### src/rtl/gexf_defs.vh
`ifndef GEXF_DEFS_VH
`define GEXF_DEFS_VH

// Word indexes on the bus (byte address = index * 4)
`define GEXF_IDX_THRESH    2'h0
`define GEXF_IDX_CTRL      2'h1
`define GEXF_IDX_MODE      2'h2
`define GEXF_IDX_STATUS    2'h3

// Reset values
`define GEXF_RST_THRESH    8'h00
`define GEXF_RST_CTRL      8'h00
`define GEXF_RST_MODE      2'h0

// Control register fields
`define GEXF_FIFO_LVL_HI   7
`define GEXF_FIFO_LVL_LO   6
`define GEXF_MASK_HI       5
`define GEXF_MASK_LO       2
`define GEXF_PERS_HI       1
`define GEXF_PERS_LO       0

// Mode register fields
`define GEXF_MODE_ACTIVE   0
`define GEXF_MODE_IRQ_EN   1

// Status register fields
`define GEXF_ST_ACTIVE     0
`define GEXF_ST_IRQ        1
`define GEXF_ST_LVL_LO     8

// FIFO level codes and dataset counts
`define GEXF_LVL_CODE_1    2'h0
`define GEXF_LVL_CODE_4    2'h1
`define GEXF_LVL_CODE_8    2'h2
`define GEXF_LVL_COUNT_1   6'h01
`define GEXF_LVL_COUNT_4   6'h04
`define GEXF_LVL_COUNT_8   6'h08
`define GEXF_LVL_COUNT_16  6'h10

// Exit persistence codes and occurrences needed
`define GEXF_PERS_CODE_1   2'h0
`define GEXF_PERS_CODE_2   2'h1
`define GEXF_PERS_CODE_4   2'h2
`define GEXF_PERS_NEED_1   3'h1
`define GEXF_PERS_NEED_2   3'h2
`define GEXF_PERS_NEED_4   3'h4
`define GEXF_PERS_NEED_7   3'h7

`define GEXF_THRESH_OFF    8'h00

`endif

### src/rtl/gexf_top.v
// Function
// - unmasked detector data compared with exit threshold
// - exit also requires persistence filter agreement
// - zero threshold blocks exit until mode cleared
// - FIFO level reaching threshold raises enabled interrupt
// - level codes select 1, 4, 8, 16 datasets
// - four-bit mask selects participating detectors
// - mask bits map east, west, south, north
// - zero mask includes all four detectors
// - mask bits exclude detectors independently
// - exit at persistence count 1, 2, 4, 7
`timescale 1ns/1ps
`default_nettype none
`include "gexf_defs.vh"

module gexf_top #(
    parameter DW         = 8,
    parameter LW         = 6,
    parameter FIFO_DEPTH = 32
) (
    input  wire           clk,
    input  wire           arst_n,
    input  wire           ce,
    input  wire           wb_cyc_i,
    input  wire           wb_stb_i,
    input  wire           wb_we_i,
    input  wire [3:0]     wb_adr_i,
    input  wire [3:0]     wb_sel_i,
    input  wire [31:0]    wb_dat_i,
    output reg  [31:0]    wb_dat_o,
    output reg            wb_ack_o,
    input  wire           gesture_enter,
    input  wire           det_valid,
    input  wire [DW-1:0]  det_north,
    input  wire [DW-1:0]  det_south,
    input  wire [DW-1:0]  det_west,
    input  wire [DW-1:0]  det_east,
    input  wire           fifo_push,
    input  wire           fifo_pop,
    output reg            gesture_active,
    output reg            gesture_exit,
    output reg            fifo_irq
);
    localparam [1:0] ST_IDLE   = 2'b01;
    localparam [1:0] ST_ACTIVE = 2'b10;

    // Reset release synchroniser
    reg rst_meta_q;
    reg rst_q;

    always @(posedge clk or negedge arst_n) begin
        if (!arst_n) begin
            rst_meta_q <= 1'b0;
            rst_q      <= 1'b0;
        end else begin
            rst_meta_q <= 1'b1;
            rst_q      <= rst_meta_q;
        end
    end

    // Registers
    reg  [DW-1:0] thresh_q;
    reg  [7:0]    ctrl_q;
    reg  [1:0]    mode_q;
    reg  [1:0]    state_q;
    reg  [1:0]    state_d;
    reg  [2:0]    end_cnt_q;
    reg  [2:0]    end_cnt_d;
    reg  [2:0]    pers_need;
    reg  [LW-1:0] irq_count;
    reg  [31:0]   rd_data;

    wire [LW-1:0] fifo_level;
    wire          gesture_end;
    wire          exit_now;

    wire [1:0] lvl_code  = ctrl_q[`GEXF_FIFO_LVL_HI:`GEXF_FIFO_LVL_LO];
    wire [3:0] exit_mask = ctrl_q[`GEXF_MASK_HI:`GEXF_MASK_LO];
    wire [1:0] pers_code = ctrl_q[`GEXF_PERS_HI:`GEXF_PERS_LO];
    wire       mode_on   = mode_q[`GEXF_MODE_ACTIVE];
    wire       irq_en    = mode_q[`GEXF_MODE_IRQ_EN];
    wire       in_active = state_q[1];

    // Bus request decode
    wire       wb_req = wb_cyc_i & wb_stb_i & ~wb_ack_o;
    wire       wb_wr  = wb_req & wb_we_i & wb_sel_i[0];
    wire [1:0] wb_idx = wb_adr_i[3:2];

    // Detector vector packs as {N,S,W,E}: mask bit 0 is east
    gexf_exit_detect #(
        .NDET (4),
        .DW   (DW)
    ) u_exit (
        .det_data    ({det_north, det_south, det_west, det_east}),
        .det_mask    (exit_mask),
        .threshold   (thresh_q),
        .gesture_end (gesture_end)
    );

    gexf_fifo_level #(
        .LW    (LW),
        .DEPTH (FIFO_DEPTH)
    ) u_level (
        .clk     (clk),
        .rst_n   (rst_q),
        .ce      (ce),
        .clear   (~mode_on),
        .push    (fifo_push),
        .pop     (fifo_pop),
        .level_q (fifo_level)
    );

    // Persistence decode
    always @* begin
        case (pers_code)
            `GEXF_PERS_CODE_1: pers_need = `GEXF_PERS_NEED_1;
            `GEXF_PERS_CODE_2: pers_need = `GEXF_PERS_NEED_2;
            `GEXF_PERS_CODE_4: pers_need = `GEXF_PERS_NEED_4;
            default:           pers_need = `GEXF_PERS_NEED_7;
        endcase
    end

    // FIFO interrupt level decode
    always @* begin
        case (lvl_code)
            `GEXF_LVL_CODE_1: irq_count = `GEXF_LVL_COUNT_1;
            `GEXF_LVL_CODE_4: irq_count = `GEXF_LVL_COUNT_4;
            `GEXF_LVL_CODE_8: irq_count = `GEXF_LVL_COUNT_8;
            default:          irq_count = `GEXF_LVL_COUNT_16;
        endcase
    end

    // Consecutive end occurrences, one per detection cycle
    always @* begin
        end_cnt_d = end_cnt_q;
        if (!in_active) begin
            end_cnt_d = 3'h0;
        end else if (det_valid) begin
            if (!gesture_end) begin
                end_cnt_d = 3'h0;
            end else if (end_cnt_q != `GEXF_PERS_NEED_7) begin
                end_cnt_d = end_cnt_q + 3'h1;
            end
        end
    end

    // Threshold hit alone is not enough; the filter must agree
    assign exit_now = in_active & det_valid & gesture_end & (end_cnt_d >= pers_need);

    // Gesture state machine
    always @* begin
        state_d = state_q;
        case (state_q)
            ST_IDLE: begin
                if (mode_on & gesture_enter) begin
                    state_d = ST_ACTIVE;
                end
            end
            ST_ACTIVE: begin
                // Clearing mode is the only way out when threshold is zero
                if (!mode_on | exit_now) begin
                    state_d = ST_IDLE;
                end
            end
            default: begin
                state_d = ST_IDLE;
            end
        endcase
    end

    always @(posedge clk or negedge rst_q) begin
        if (!rst_q) begin
            state_q        <= ST_IDLE;
            end_cnt_q      <= 3'h0;
            gesture_active <= 1'b0;
            gesture_exit   <= 1'b0;
            fifo_irq       <= 1'b0;
        end else if (ce) begin
            state_q        <= state_d;
            end_cnt_q      <= end_cnt_d;
            gesture_active <= state_d[1];
            gesture_exit   <= exit_now;
            // Level-driven: stays high while the FIFO holds enough
            fifo_irq       <= irq_en & (fifo_level >= irq_count);
        end
    end

    // Register writes
    always @(posedge clk or negedge rst_q) begin
        if (!rst_q) begin
            thresh_q <= `GEXF_RST_THRESH;
            ctrl_q   <= `GEXF_RST_CTRL;
            mode_q   <= `GEXF_RST_MODE;
        end else if (ce & wb_wr) begin
            case (wb_idx)
                `GEXF_IDX_THRESH: thresh_q <= wb_dat_i[DW-1:0];
                `GEXF_IDX_CTRL:   ctrl_q   <= wb_dat_i[7:0];
                `GEXF_IDX_MODE:   mode_q   <= wb_dat_i[1:0];
                default:          mode_q   <= mode_q;
            endcase
        end
    end

    // Read mux; unmapped or unused bits read zero
    always @* begin
        rd_data = 32'h0000_0000;
        case (wb_idx)
            `GEXF_IDX_THRESH: rd_data[DW-1:0] = thresh_q;
            `GEXF_IDX_CTRL:   rd_data[7:0]    = ctrl_q;
            `GEXF_IDX_MODE:   rd_data[1:0]    = mode_q;
            `GEXF_IDX_STATUS: begin
                rd_data[`GEXF_ST_ACTIVE]                = gesture_active;
                rd_data[`GEXF_ST_IRQ]                   = fifo_irq;
                rd_data[`GEXF_ST_LVL_LO +: LW]          = fifo_level;
            end
            default: rd_data = 32'h0000_0000;
        endcase
    end

    // Every request answered on the first clock with ce high after it is seen
    always @(posedge clk or negedge rst_q) begin
        if (!rst_q) begin
            wb_ack_o <= 1'b0;
            wb_dat_o <= 32'h0000_0000;
        end else if (ce) begin
            wb_ack_o <= wb_req;
            if (wb_req & ~wb_we_i) begin
                wb_dat_o <= rd_data;
            end
        end
    end

endmodule
`default_nettype wire

### src/rtl/gexf_exit_detect.v
`timescale 1ns/1ps
`default_nettype none
`include "gexf_defs.vh"

module gexf_exit_detect #(
    parameter NDET = 4,
    parameter DW   = 8
) (
    input  wire [NDET*DW-1:0] det_data,
    input  wire [NDET-1:0]    det_mask,
    input  wire [DW-1:0]      threshold,
    output wire               gesture_end
);
    wire [NDET-1:0] below;

    genvar i;
    generate
        for (i = 0; i < NDET; i = i + 1) begin : g_det
            // Masked detector never blocks the end decision
            assign below[i] = det_mask[i] | (det_data[i*DW +: DW] < threshold);
        end
    endgenerate

    // Zero threshold disables exit entirely
    assign gesture_end = (&below) & (threshold != `GEXF_THRESH_OFF);

endmodule
`default_nettype wire

### src/rtl/gexf_fifo_level.v
`timescale 1ns/1ps
`default_nettype none
`include "gexf_defs.vh"

module gexf_fifo_level #(
    parameter LW    = 6,
    parameter DEPTH = 32
) (
    input  wire          clk,
    input  wire          rst_n,
    input  wire          ce,
    input  wire          clear,
    input  wire          push,
    input  wire          pop,
    output reg  [LW-1:0] level_q
);
    localparam [LW-1:0] FULL = DEPTH[LW-1:0];
    localparam [LW-1:0] ONE  = {{(LW-1){1'b0}}, 1'b1};

    wire do_push = push & (level_q != FULL);
    wire do_pop  = pop & (level_q != {LW{1'b0}});
    reg  [LW-1:0] level_d;

    // Counts datasets in the FIFO
    always @* begin
        level_d = level_q;
        if (clear) begin
            level_d = {LW{1'b0}};
        end else if (do_push & ~do_pop) begin
            level_d = level_q + ONE;
        end else if (do_pop & ~do_push) begin
            level_d = level_q - ONE;
        end
    end

    always @(posedge clk or negedge rst_n) begin
        if (!rst_n) begin
            level_q <= {LW{1'b0}};
        end else if (ce) begin
            level_q <= level_d;
        end
    end

endmodule
`default_nettype wire

### config.mk
export PLATFORM = sky130hd
export DESIGN_NAME = gexf_top
export DESIGN_NICKNAME = d
export VERILOG_FILES = /design/src/rtl/gexf_top.v /design/src/rtl/gexf_exit_detect.v /design/src/rtl/gexf_fifo_level.v
export VERILOG_INCLUDE_DIRS = /design/src /design/src/rtl
export SDC_FILE = /design/constraint.sdc
export NUM_CORES = 1
export LEC_CHECK = 0
export ABC_AREA = 1
export BUFFER_PORTS_ARGS = -buffer_cell sky130_fd_sc_hd__clkbuf_2
export CAP_MARGIN = 10
export CORE_MARGIN = 2
export CORE_UTILIZATION = 52
export CTS_BUF_LIST = sky130_fd_sc_hd__clkbuf_2
export DETAILED_ROUTE_END_ITERATION = 8
export PLACE_DENSITY = 0.86
export SYNTH_ARGS = -nofsm -noshare
export SYNTH_HDL_FRONTEND = slang
export SYNTH_SLANG_ARGS = --single-unit
### constraint.sdc
create_clock -name clk -period 1.85 [get_ports clk]
set_input_delay 0.37 -clock clk [delete_from_list [all_inputs] [get_ports clk]]
set_output_delay 0.37 -clock clk [all_outputs]
set_load 0.01 [all_outputs]
## Yosys cells after proc, flatten, opt, wreduce, memory -nomap -nowiden

Index checks and enable logic that the tools add are counted.

| operators by class | value |
|---|---|
| add/sub/neg operators | 3 |
| magnitude comparators | 6 |
| equality and inequality tests | 14 |
| multiplexer cells | 15 |
| bitwise operators | 25 |
| reduce and logical (&&, ||, !) cells | 13 |

Operators by type and width:

| cell | number |
|---|---|
| $lt 8x8->1 | 4 |
| $mux 6 | 4 |
| $and 1x1->1 | 16 |
| $pmux 5 s3 | 1 |
| $mux 3 | 4 |
| $pmux 6 s2 | 1 |
| $eq 2x2->1 const B | 5 |
| $reduce_and 2->1 | 5 |
| $pmux 3 s3 | 1 |
| $eq 2x1->1 const B | 4 |
| $pmux 2 s4 | 1 |
| $reduce_bool 8->1 | 1 |
| $add 6x1->6 const B | 1 |
| $ge 6x6->1 | 1 |
| $logic_not 2->1 | 3 |
| $ne 6x6->1 const B | 1 |
| $reduce_bool 6->1 | 1 |
| $sub 6x1->6 const B | 1 |
| $or 1x1->1 | 5 |
| $mux 2 | 2 |
| $ne 2x2->1 const B | 2 |
| $not 1->1 | 4 |
| $pmux 2 s2 | 1 |
| $reduce_and 4->1 | 1 |
| 6 further kinds | 6 |

| storage, ports and cells | value |
|---|---|
| flip-flop bits (word level) | 48 |
| bits of input ports | 82 |
| output and inout bits | 36 |
| word-level logic and storage cells | 89 |

## Longest topological paths before layout

Gate-level depths: netlist (run 1).

| depth | value |
|---|---|
| depth after elaboration | 12 |
| gate-level depth with buffers | 26 |
| depth with buffers taken out | 26 |

## Modules after synthesis

A second synthesis (run 1) with hierarchy kept.

| second synthesis, totals | value |
|---|---|
| cells, all modules | 473 |
| area, all modules | 3651.0 um^2 |

Modules (own cells, without submodules):

| module | times used | cells each | area each (um^2) | sequential area each (um^2) |
|---|---|---|---|---|
| gexf_top | 1 | 275 | 2352.3 | 1052.3 |
| gexf_exit_detect | 1 | 120 | 740.7 | 0.0 |
| gexf_fifo_level | 1 | 78 | 558.0 | 150.1 |

## Worst setup path after synthesis (run 1)

No wires, ideal clock.

| path | value |
|---|---|
| path kind | register to register |
| start | reg thresh_q[7] |
| end | reg state_q[1] |
| library setup time | 65 ps |
| arrival time | 2410 ps |
| data required time | 1785 ps |
| path slack | -625 ps |
| cell stages (with the launch flop) | 24 |
| path buffers | 0 |
| clock period less this slack | 2475 ps |
| cell sequence | dfrtp_1 > inv_1 > ha_1 > a21oi_1 > o21a_1 > nand2_1 > nand2_1 > nand2_1 > nor2_2 > nand2_1 > nand2_1 > nand2_1 > ha_1 > inv_1 > nand2_1 > a21oi_1 > nor2_1 > o21ai_0 > inv_1 > nand3_1 > nand2_1 > nand2_1 > nand2_1 > nand2_1 |

| on the way | value |
|---|---|
| word-level cells in the longest chain between the ends | 12 |
| elaborated cells between the ends (all ways) | 20 |
| classes of those cells | order compare (5); eq/ne (1); mux (3); bitwise (8); reduce/logical (3) |

RTL lines:

| item | line | source |
|---|---|---|
| start, declared | gexf_top.v:62 | `reg [DW-1:0] thresh_q;` |
| start signal, assigned | gexf_top.v:191 | `` thresh_q <= `GEXF_RST_THRESH; `` |
| start signal, assigned | gexf_top.v:196 | `` `GEXF_IDX_THRESH: thresh_q <= wb_dat_i[DW-1:0]; `` |
| $lt 8x8->1 | gexf_exit_detect.v:20 | `assign below[i] = det_mask[i] \| (det_data[i*DW +: DW] < threshold);` |
| $or 1x1->1 | gexf_exit_detect.v:20 |  |
| $reduce_and 4->1 | gexf_exit_detect.v:25 | `` assign gesture_end = (&below) & (threshold != `GEXF_THRESH_OFF); `` |
| $and 1x1->1 * | gexf_exit_detect.v:25 |  |
| $mux 3 | gexf_top.v:139 | `if (!gesture_end) begin` |
| $mux 3 | gexf_top.v:138 | `end else if (det_valid) begin` |
| $mux 3 | gexf_top.v:136 | `if (!in_active) begin` |
| $ge 3x3->1 | gexf_top.v:148 | `assign exit_now = in_active & det_valid & gesture_end & (end_cnt_d >= pers_need);` |
| $and 1x1->1 * | gexf_top.v:148 |  |
| $or 1x1->1 * | gexf_top.v:161 | `if (!mode_on \| exit_now) begin` |
| $ne 2x2->1 (no line) * | - |  |
| $reduce_and 3->1 (no line) * | - |  |
| end signal, assigned | gexf_top.v:179 | `state_q <= state_d;` |
| end, declared | gexf_top.v:65 | `reg [1:0] state_q;` |

Every way passes the cells marked *; elsewhere a longest branch is shown, timed or not.
A chain may end at the register's enable or synchronous reset.

## Final worst setup path (run 1)

| path | value |
|---|---|
| start | reg thresh_q[3] |
| end | reg state_q[1] |

Same word-level chain as after synthesis.

==> metrics.cfg, run 1 <==
[logic_synthesis]
yosysWarnings = 0
synth_area_leaders = dfrtp_1 (35%), nand2_1 (16%), ha_1 (16%)
synth-edff-count = 0
ys_types = 37
async_flop_share_pct = 100
synth-seq-cells = 48
yosysSeqAreaShare_pct = 35.4
ys.flop_type = dfrtp_1
syn_avg_cell_area_um2 = 7.65
synth_most_common_cell = nand2_1
synthTopCellsByCount = nand2_1 (145), inv_1 (59), dfrtp_1 (47), ha_1 (43), o21ai_0 (29)
synth_area_um2 = 3400
synthCells = 444
yosysTopAreaCellShare_pct = 34.6
synth_largest_area_cell = dfrtp_1

[clocking]
root_buffer = clkbuf_2
insertion_delay_ns = 0.46
clockBufferDepth = 2
cts_buffers = 5
cts.sinks = 48
cts_tree = done
path_clk_slew_ns = 0.25
htreeDepth = 2

[grt]
grt_usage_pct = 27.0
grt_pass1_wl_mm = 15.6
grt_overflow = 0
antenna_found_initial = 0
grt_pass1_vias = 3559
grt_max_degree = 29

[final_layout]
regArea_um2 = 1200
fin_nets = 714
n_fill_cell = 429
stdcell_count = 666
layout-area-overhead-vs-synth_pct = 38.4
multi_input_area_um2 = 2150
antenna_cells = 0
drive_gt1_share_pct = 37.2

[placement]
portBuffers = 70
hpwl_mm = 6.84
dp.cells = 639
gp_congestion = 0.936

[timing]
worst_slew_pin_slew_ns = 0.628
relSlewSlack_pct = 58.1
period_minus_slack_ns = 2.81
worst_slack_ns = -0.959
rsz0062_at_grt = true
setup_tns_ns = -5.12
hold_violations = 0
clock_skew_ns = 0.0199
setup_viol = 12
fmax_ghz = 0.356
final_max_slew_viol_count = 0
fin_crit_sh_pct = 152

[worst_setup_path]
cp_max_fo = 5
crit_required_ns = 2.26
crit_path_start_kind = flop
cpPeakStageDelay_ns = 0.49
critical_path_class = reg2reg
end_kind = flop
arrival_ns = 3.22
cp_top_family = simple AND/OR/NAND/NOR gates
critPathSlowestCell = dfrtp_1
path_common_cell = nand2_1
cp_num_buf_inv = 4

[die]
die_area_um2 = 7190
io_pins = 118
start_util_pct = 53.5
core_area_um2 = 6350
row_count = 29
die_h_um = 84.8
die_x_um = 84.8

[run]
drv_cap = 0

[power_and_ir_drop]
p_per_area_nw_per_um2 = 785
p_leak_uw = 0.00260
vdd_drop_max_v = 0.000752

[detailed_routing]
drt_iter0_markers = 204
ant_nets = 0
avgViaCountPerCell = 5.24
drc = 0
finalWirelength_mm = 9.44
routedWlPerCell_um = 14.2
dr.pass1.iters = 5
num_vias = 3489

[run_status]
violations = setup timing
status = finished, violations left

[min_path]
hp-class = in2reg

path summary, 6_finish.rpt:
| check | depth (start not counted) | from | endpoint | slack [ns] |
|---|---|---|---|---|
| min reg2reg | 0 | rst_q | ctrl_q[1] | 0.28 |
| min in group asynchronous | 2 | arst_n | rst_q | 0.20 |
| max | 26 | thresh_q[3] | state_q[1] | -0.96 |
| max in group asynchronous | 1 | rst_q | ctrl_q[5] | 0.93 |
| min | 3 | wb_dat_i[4] | ctrl_q[4] | 0.13 |
| max reg2reg | 26 | thresh_q[3] | state_q[1] | -0.96 |
layer usage:
layer / vias to the layer above / GRT usage, % / wire length, µm
li1: 1678 / - / -
met1: 1637 / 32.3 / 3800
met2: 147 / 49.5 / 4850
met3: 27 / 4.67 / 556
met4: 0 / 7.94 / 226
met5: - / 0 / 0
flip-flops by register name, indices dropped and copies added (netlist names), 2 cells and up:
name and flops:
u_level.level_q 6, end_cnt_q 3, mode_q 2, state_q 2
wb_dat_o 14, thresh_q 8, ctrl_q 8
report_power, final:
| part | internal [µW] | leakage (µW) | switching (µW) |
|---|---|---|---|
| clock | 232 | 0.0000430 | 355 |
| sequential | 1180 | 0.000644 | 125 |
| combinational | 895 | 0.00191 | 905 |
timing repair:
action,in CTS,in global routing
endpoints found under the hold margin,2,0
resized for setup,33,13
pin swaps,15,27
setup endpoints to repair,11,13
setup buffers,11,10
hold buffers,1,0
tightest hold or removal path, cell delays in order:
cell and delay [ns]:
clkbuf_2 0.09, inv_1 0.06, o21ai_0 0.08
kinds of logic after synthesis:
kind of cell             after synthesis  synth area share [%]
AND/OR/NAND/NOR                      182                  21.8
flip-flops                            48                  35.4
AO/OA/AOI/OAI                         76                  13.5
adder cells (fa/ha/maj)               44                  16.4
buffers and inverters                 89                  11.9
other                                  2                 0.221
XOR/XNOR                               3                 0.774
final cells by class:
cell class                      count  area share, %
Clock inverter                      2          0.745
Inverter                           67           5.56
Multi-Input combinational cell    324           45.7
Timing Repair Buffer              142           19.7
Clock buffer                        6          0.639
Tap cell                           77           2.05
Sequential cell                    48           25.6
placed cells by master (no fill, tap or decap), types with 2 or more instances in the layout:
cell,count
o21ai_2,5
dfrtp_2,2
a21o_1,2
o21a_1,4
nor2_2,3
buf_6,5
nand3_1,10
clkbuf_2,76
conb_1,19
nand2_1,137
nor3_1,2
o21ai_0,26
inv_4,4
nor2_1,12
a21oi_2,10
ha_1,28
dfrtp_1,45
nand2_2,8
xnor2_2,2
o22ai_1,5
ha_4,15
nand3_2,2
nor2_4,2
buf_4,65
nand4_1,2
inv_1,51
o31ai_1,3
inv_2,11
nor4_1,2
a21oi_1,13
per-stage QoR:
step / utilization (%) / cell area, µm² / worst slack (ns) / hold WS, ns / total power (µW)
global placement: 66.9 / 4250 / -0.736 / 0.156 / 2670
CTS: 72.4 / 4600 / -0.748 / 0.136 / 3550
detailed placement: 66.9 / 4250 / -0.913 / 0.158 / 2760
finish: 74.0 / 4700 / -0.959 / 0.131 / 3690
global route: 74.0 / 4700 / -1.10 / 0.145 / 3960
floorplan: - / 3550 / -0.546 / 0.0744 / 2190
Note: power is estimated with default switching activity, not from simulation.
==> run 2: changes to the inputs <==
CORE_UTILIZATION = 29   (was 52)
PLACE_DENSITY = 0.54   (was 0.86)
==> run 2 against run 1 <==
  * The run still ends with setup timing left
  * Total power down 3.9%
  * Cell count grew 9.3%
  * First-iteration DRC count is 31% lower
  * Register-to-register slack gained 0.14 ns
  * Combinational power is essentially flat
  * Sequential share of layout area fell by 0.56 points
  * Critical path type unchanged
  * Largest power group unchanged
==> metrics.cfg, run 2 (same netlist as run 1, synthesis figures left out) <==
[run_status]
status = finished, violations left
violations = setup timing

[timing]
fin_crit_sh_pct = 144  ; -7.7 points
worst_slack_ns = -0.818  ; +0.142 ns
worst_hold_slack_ns = 0.105  ; -0.0267 ns
period_minus_slack_ns = 2.67  ; -0.142 ns
clock_skew_ns = 0.0339  ; +0.0140 ns
final_max_slew_viol_count = 0  ; unchanged
setup_viol = 11  ; -1
hold_violations = 0  ; unchanged
rsz0062_at_grt = true
fmax_ghz = 0.375  ; +5.3%

[worst_setup_path]
critPathSlowestCell = dfrtp_1
cp_num_buf_inv = 3  ; -1
reg2reg_setup_slack_ns = -0.82  ; +0.14 ns
end_kind = flop
reg2regPathDepth = 23  ; -12%
crit_path_start_kind = flop
cp_max_fo = 4  ; -1
crit_path_cell_trace = inv_4, ha_1, nand2_1, nand2_1, nand2_1, nand2_1, nand2_1, a21oi_2, nor2_2, nand2_1, nand2_2, nand2_2, inv_1, ha_1, a21oi_2, nor2_1, o21ai_1, inv_1, nand3_2, nand2_2, nand2_2, nand2_1, nand2_1
crit_required_ns = 2.23  ; -0.03 ns
cpPeakStageDelay_ns = 0.46  ; -0.03 ns
arrival_ns = 3.05  ; -0.17 ns
path_common_cell = nand2_1
critical_path_class = reg2reg
timing.rr.end = state_q[1]
cp_top_family = simple AND/OR/NAND/NOR gates
r2r_start = thresh_q[1]

[clocking]
insertion_delay_ns = 0.45  ; about the same
cts_buffers = 5  ; unchanged
cts.sinks = 48  ; unchanged
root_buffer = clkbuf_2
path_clk_slew_ns = 0.26  ; about the same
htreeDepth = 2  ; unchanged
cts_tree = done
clockBufferDepth = 2  ; unchanged

[detailed_routing]
routedWlPerCell_um = 12.9  ; -9.0%
num_vias = 3271  ; -6.2%
finalWirelength_mm = 9.39  ; -0.52%
ant_nets = 0  ; unchanged
drt_iter0_markers = 140  ; -31%
dr.pass1.iters = 4  ; -1
drc = 0  ; unchanged
avgViaCountPerCell = 4.49  ; -14%

[placement]
portBuffers = 70  ; unchanged
hpwl_mm = 7.32  ; +7.0%
placed_area_um2 = 4370  ; +2.9%
gp_congestion = 0.837  ; -11%
preCtsSetupSlack_ns = -0.846  ; +0.0663 ns

[final_layout]
drive_gt1_share_pct = 38.1  ; +0.94 points
layout_common_cells = nand2_1 (132), clkbuf_2 (75), buf_4 (60), inv_1 (48), dfrtp_1 (45)
layout-area-overhead-vs-synth_pct = 41.5
fin_nets = 710  ; -0.56%
layout_commonest_cell = nand2_1
reg_top3 = wb_dat_o x14, ctrl_q x8, thresh_q x8
stdcell_area_um2 = 4810  ; +2.2%
largest_reg_flops = 14  ; unchanged
antenna_cells = 0  ; unchanged
largest_register = wb_dat_o
n_fill_cell = 1186  ; +180%
post-route-util_pct = 42.1  ; -32 points

[power_and_ir_drop]
p_int_uw = 2160  ; -6.3%
pwr-share-comb_pct = 50.4  ; +1.6 points
switching_share_pct = 39.1  ; +1.6 points
p_clk_share_pct = 13.0  ; -2.9 points
vdd_drop_max_v = 0.000388  ; -48%
p_sw_uw = 1390  ; +0.10%
p_leak_uw = 0.00257  ; -1.1%
p_per_area_nw_per_um2 = 738  ; -6.0%
power_frac_seq_pct = 36.6  ; +1.3 points

[die]
start_util_pct = 29.7  ; -24 points
die_area_um2 = 12600  ; +75%
row_count = 39  ; +34%
die_h_um = 112  ; +32%
core_area_um2 = 11400  ; +80%
die_x_um = 112  ; +32%
io_pins = 118  ; unchanged

[grt]
grt_overflow = 0  ; unchanged
grt_pass1_wl_mm = 15.7  ; +0.88%
grt_pass1_vias = 3431  ; -3.6%
grt_usage_pct = 15.3  ; -12 points
grt_max_degree = 42  ; +45%
antenna_found_initial = 0  ; unchanged

[run]
drv_cap = 0  ; unchanged

[min_path]
hp-class = reg2async

## run 2: cell count changes in the layout (fill, tap and decap cells not counted), sizes merged
cell,delta
buf,-4
bufinv,-1
clkbuf,-1
clkinv,+1
inv,+1
## run 2: what timing repair did
item                                   4_1_cts  5_1_grt
hold buffers                                 1        0
cloned                                       0        0
endpoints found under the hold margin        2        0
pin swaps                                   18       21
setup buffers                               14        5
gates resized for setup                     34       29
setup endpoints to repair                   11       12
## run 2: how the worst max path moves through the flow
stage                 start    endpoint  slack [ns]  depth (start not counted)
2_1_floorplan   thresh_q[7]  state_q[1]       -0.55                         23
5_1_grt         thresh_q[3]  state_q[1]       -1.06                         26
3_3_place_gp   det_north[3]  state_q[1]       -0.78                         24
4_1_cts         thresh_q[1]  state_q[1]       -0.77                         25
6_report        thresh_q[1]  state_q[1]       -0.82                         23
3_5_place_dp    thresh_q[5]  state_q[1]       -0.85                         23
## run 2: per-stage QoR
stage,std cells,power (µW),setup TNS [ns]
floorplan,461,2190,-2.11
global placement,709,2750,-3.06
detailed placement,709,2800,-3.43
CTS,729,3480,-3.97
global route,728,3850,-5.41
finish,728,3550,-3.50
## run 2: cell type report
class	instances	area (µm²)	area share, %
repair buffers	138	907	18.9
well taps	143	179	3.72
inverters	67	267	5.55
flip-flops and latches	48	1200	25.1
multi-input cells	324	2210	45.9
clock buffers	5	25.0	0.521
clock inverters	3	17.5	0.364
## run 2: power groups by stage
| stage | combinational, µW | clock, µW | sequential, µW |
|---|---|---|---|
| 3_5_place_dp | 1490 | 0 | 1310 |
| 5_1_grt | 2010 | 526 | 1320 |
| 3_3_place_gp | 1450 | 0 | 1300 |
| 2_1_floorplan | 863 | 0 | 1330 |
| 6_report | 1790 | 461 | 1300 |
| 4_1_cts | 1710 | 481 | 1290 |
## run 2: routing by layer
| metal | share of wire (%) | global-route usage (%) | vias to the layer above | routed length, µm |
|---|---|---|---|---|
| li1 | - | - | 1673 | - |
| met1 | 46 | 19.8 | 1540 | 4350 |
| met2 | 49 | 26.8 | 50 | 4640 |
| met3 | 3.1 | 2.70 | 8 | 290 |
| met4 | 1.1 | 3.33 | 0 | 105 |
| met5 | 0 | 0 | - | 0 |
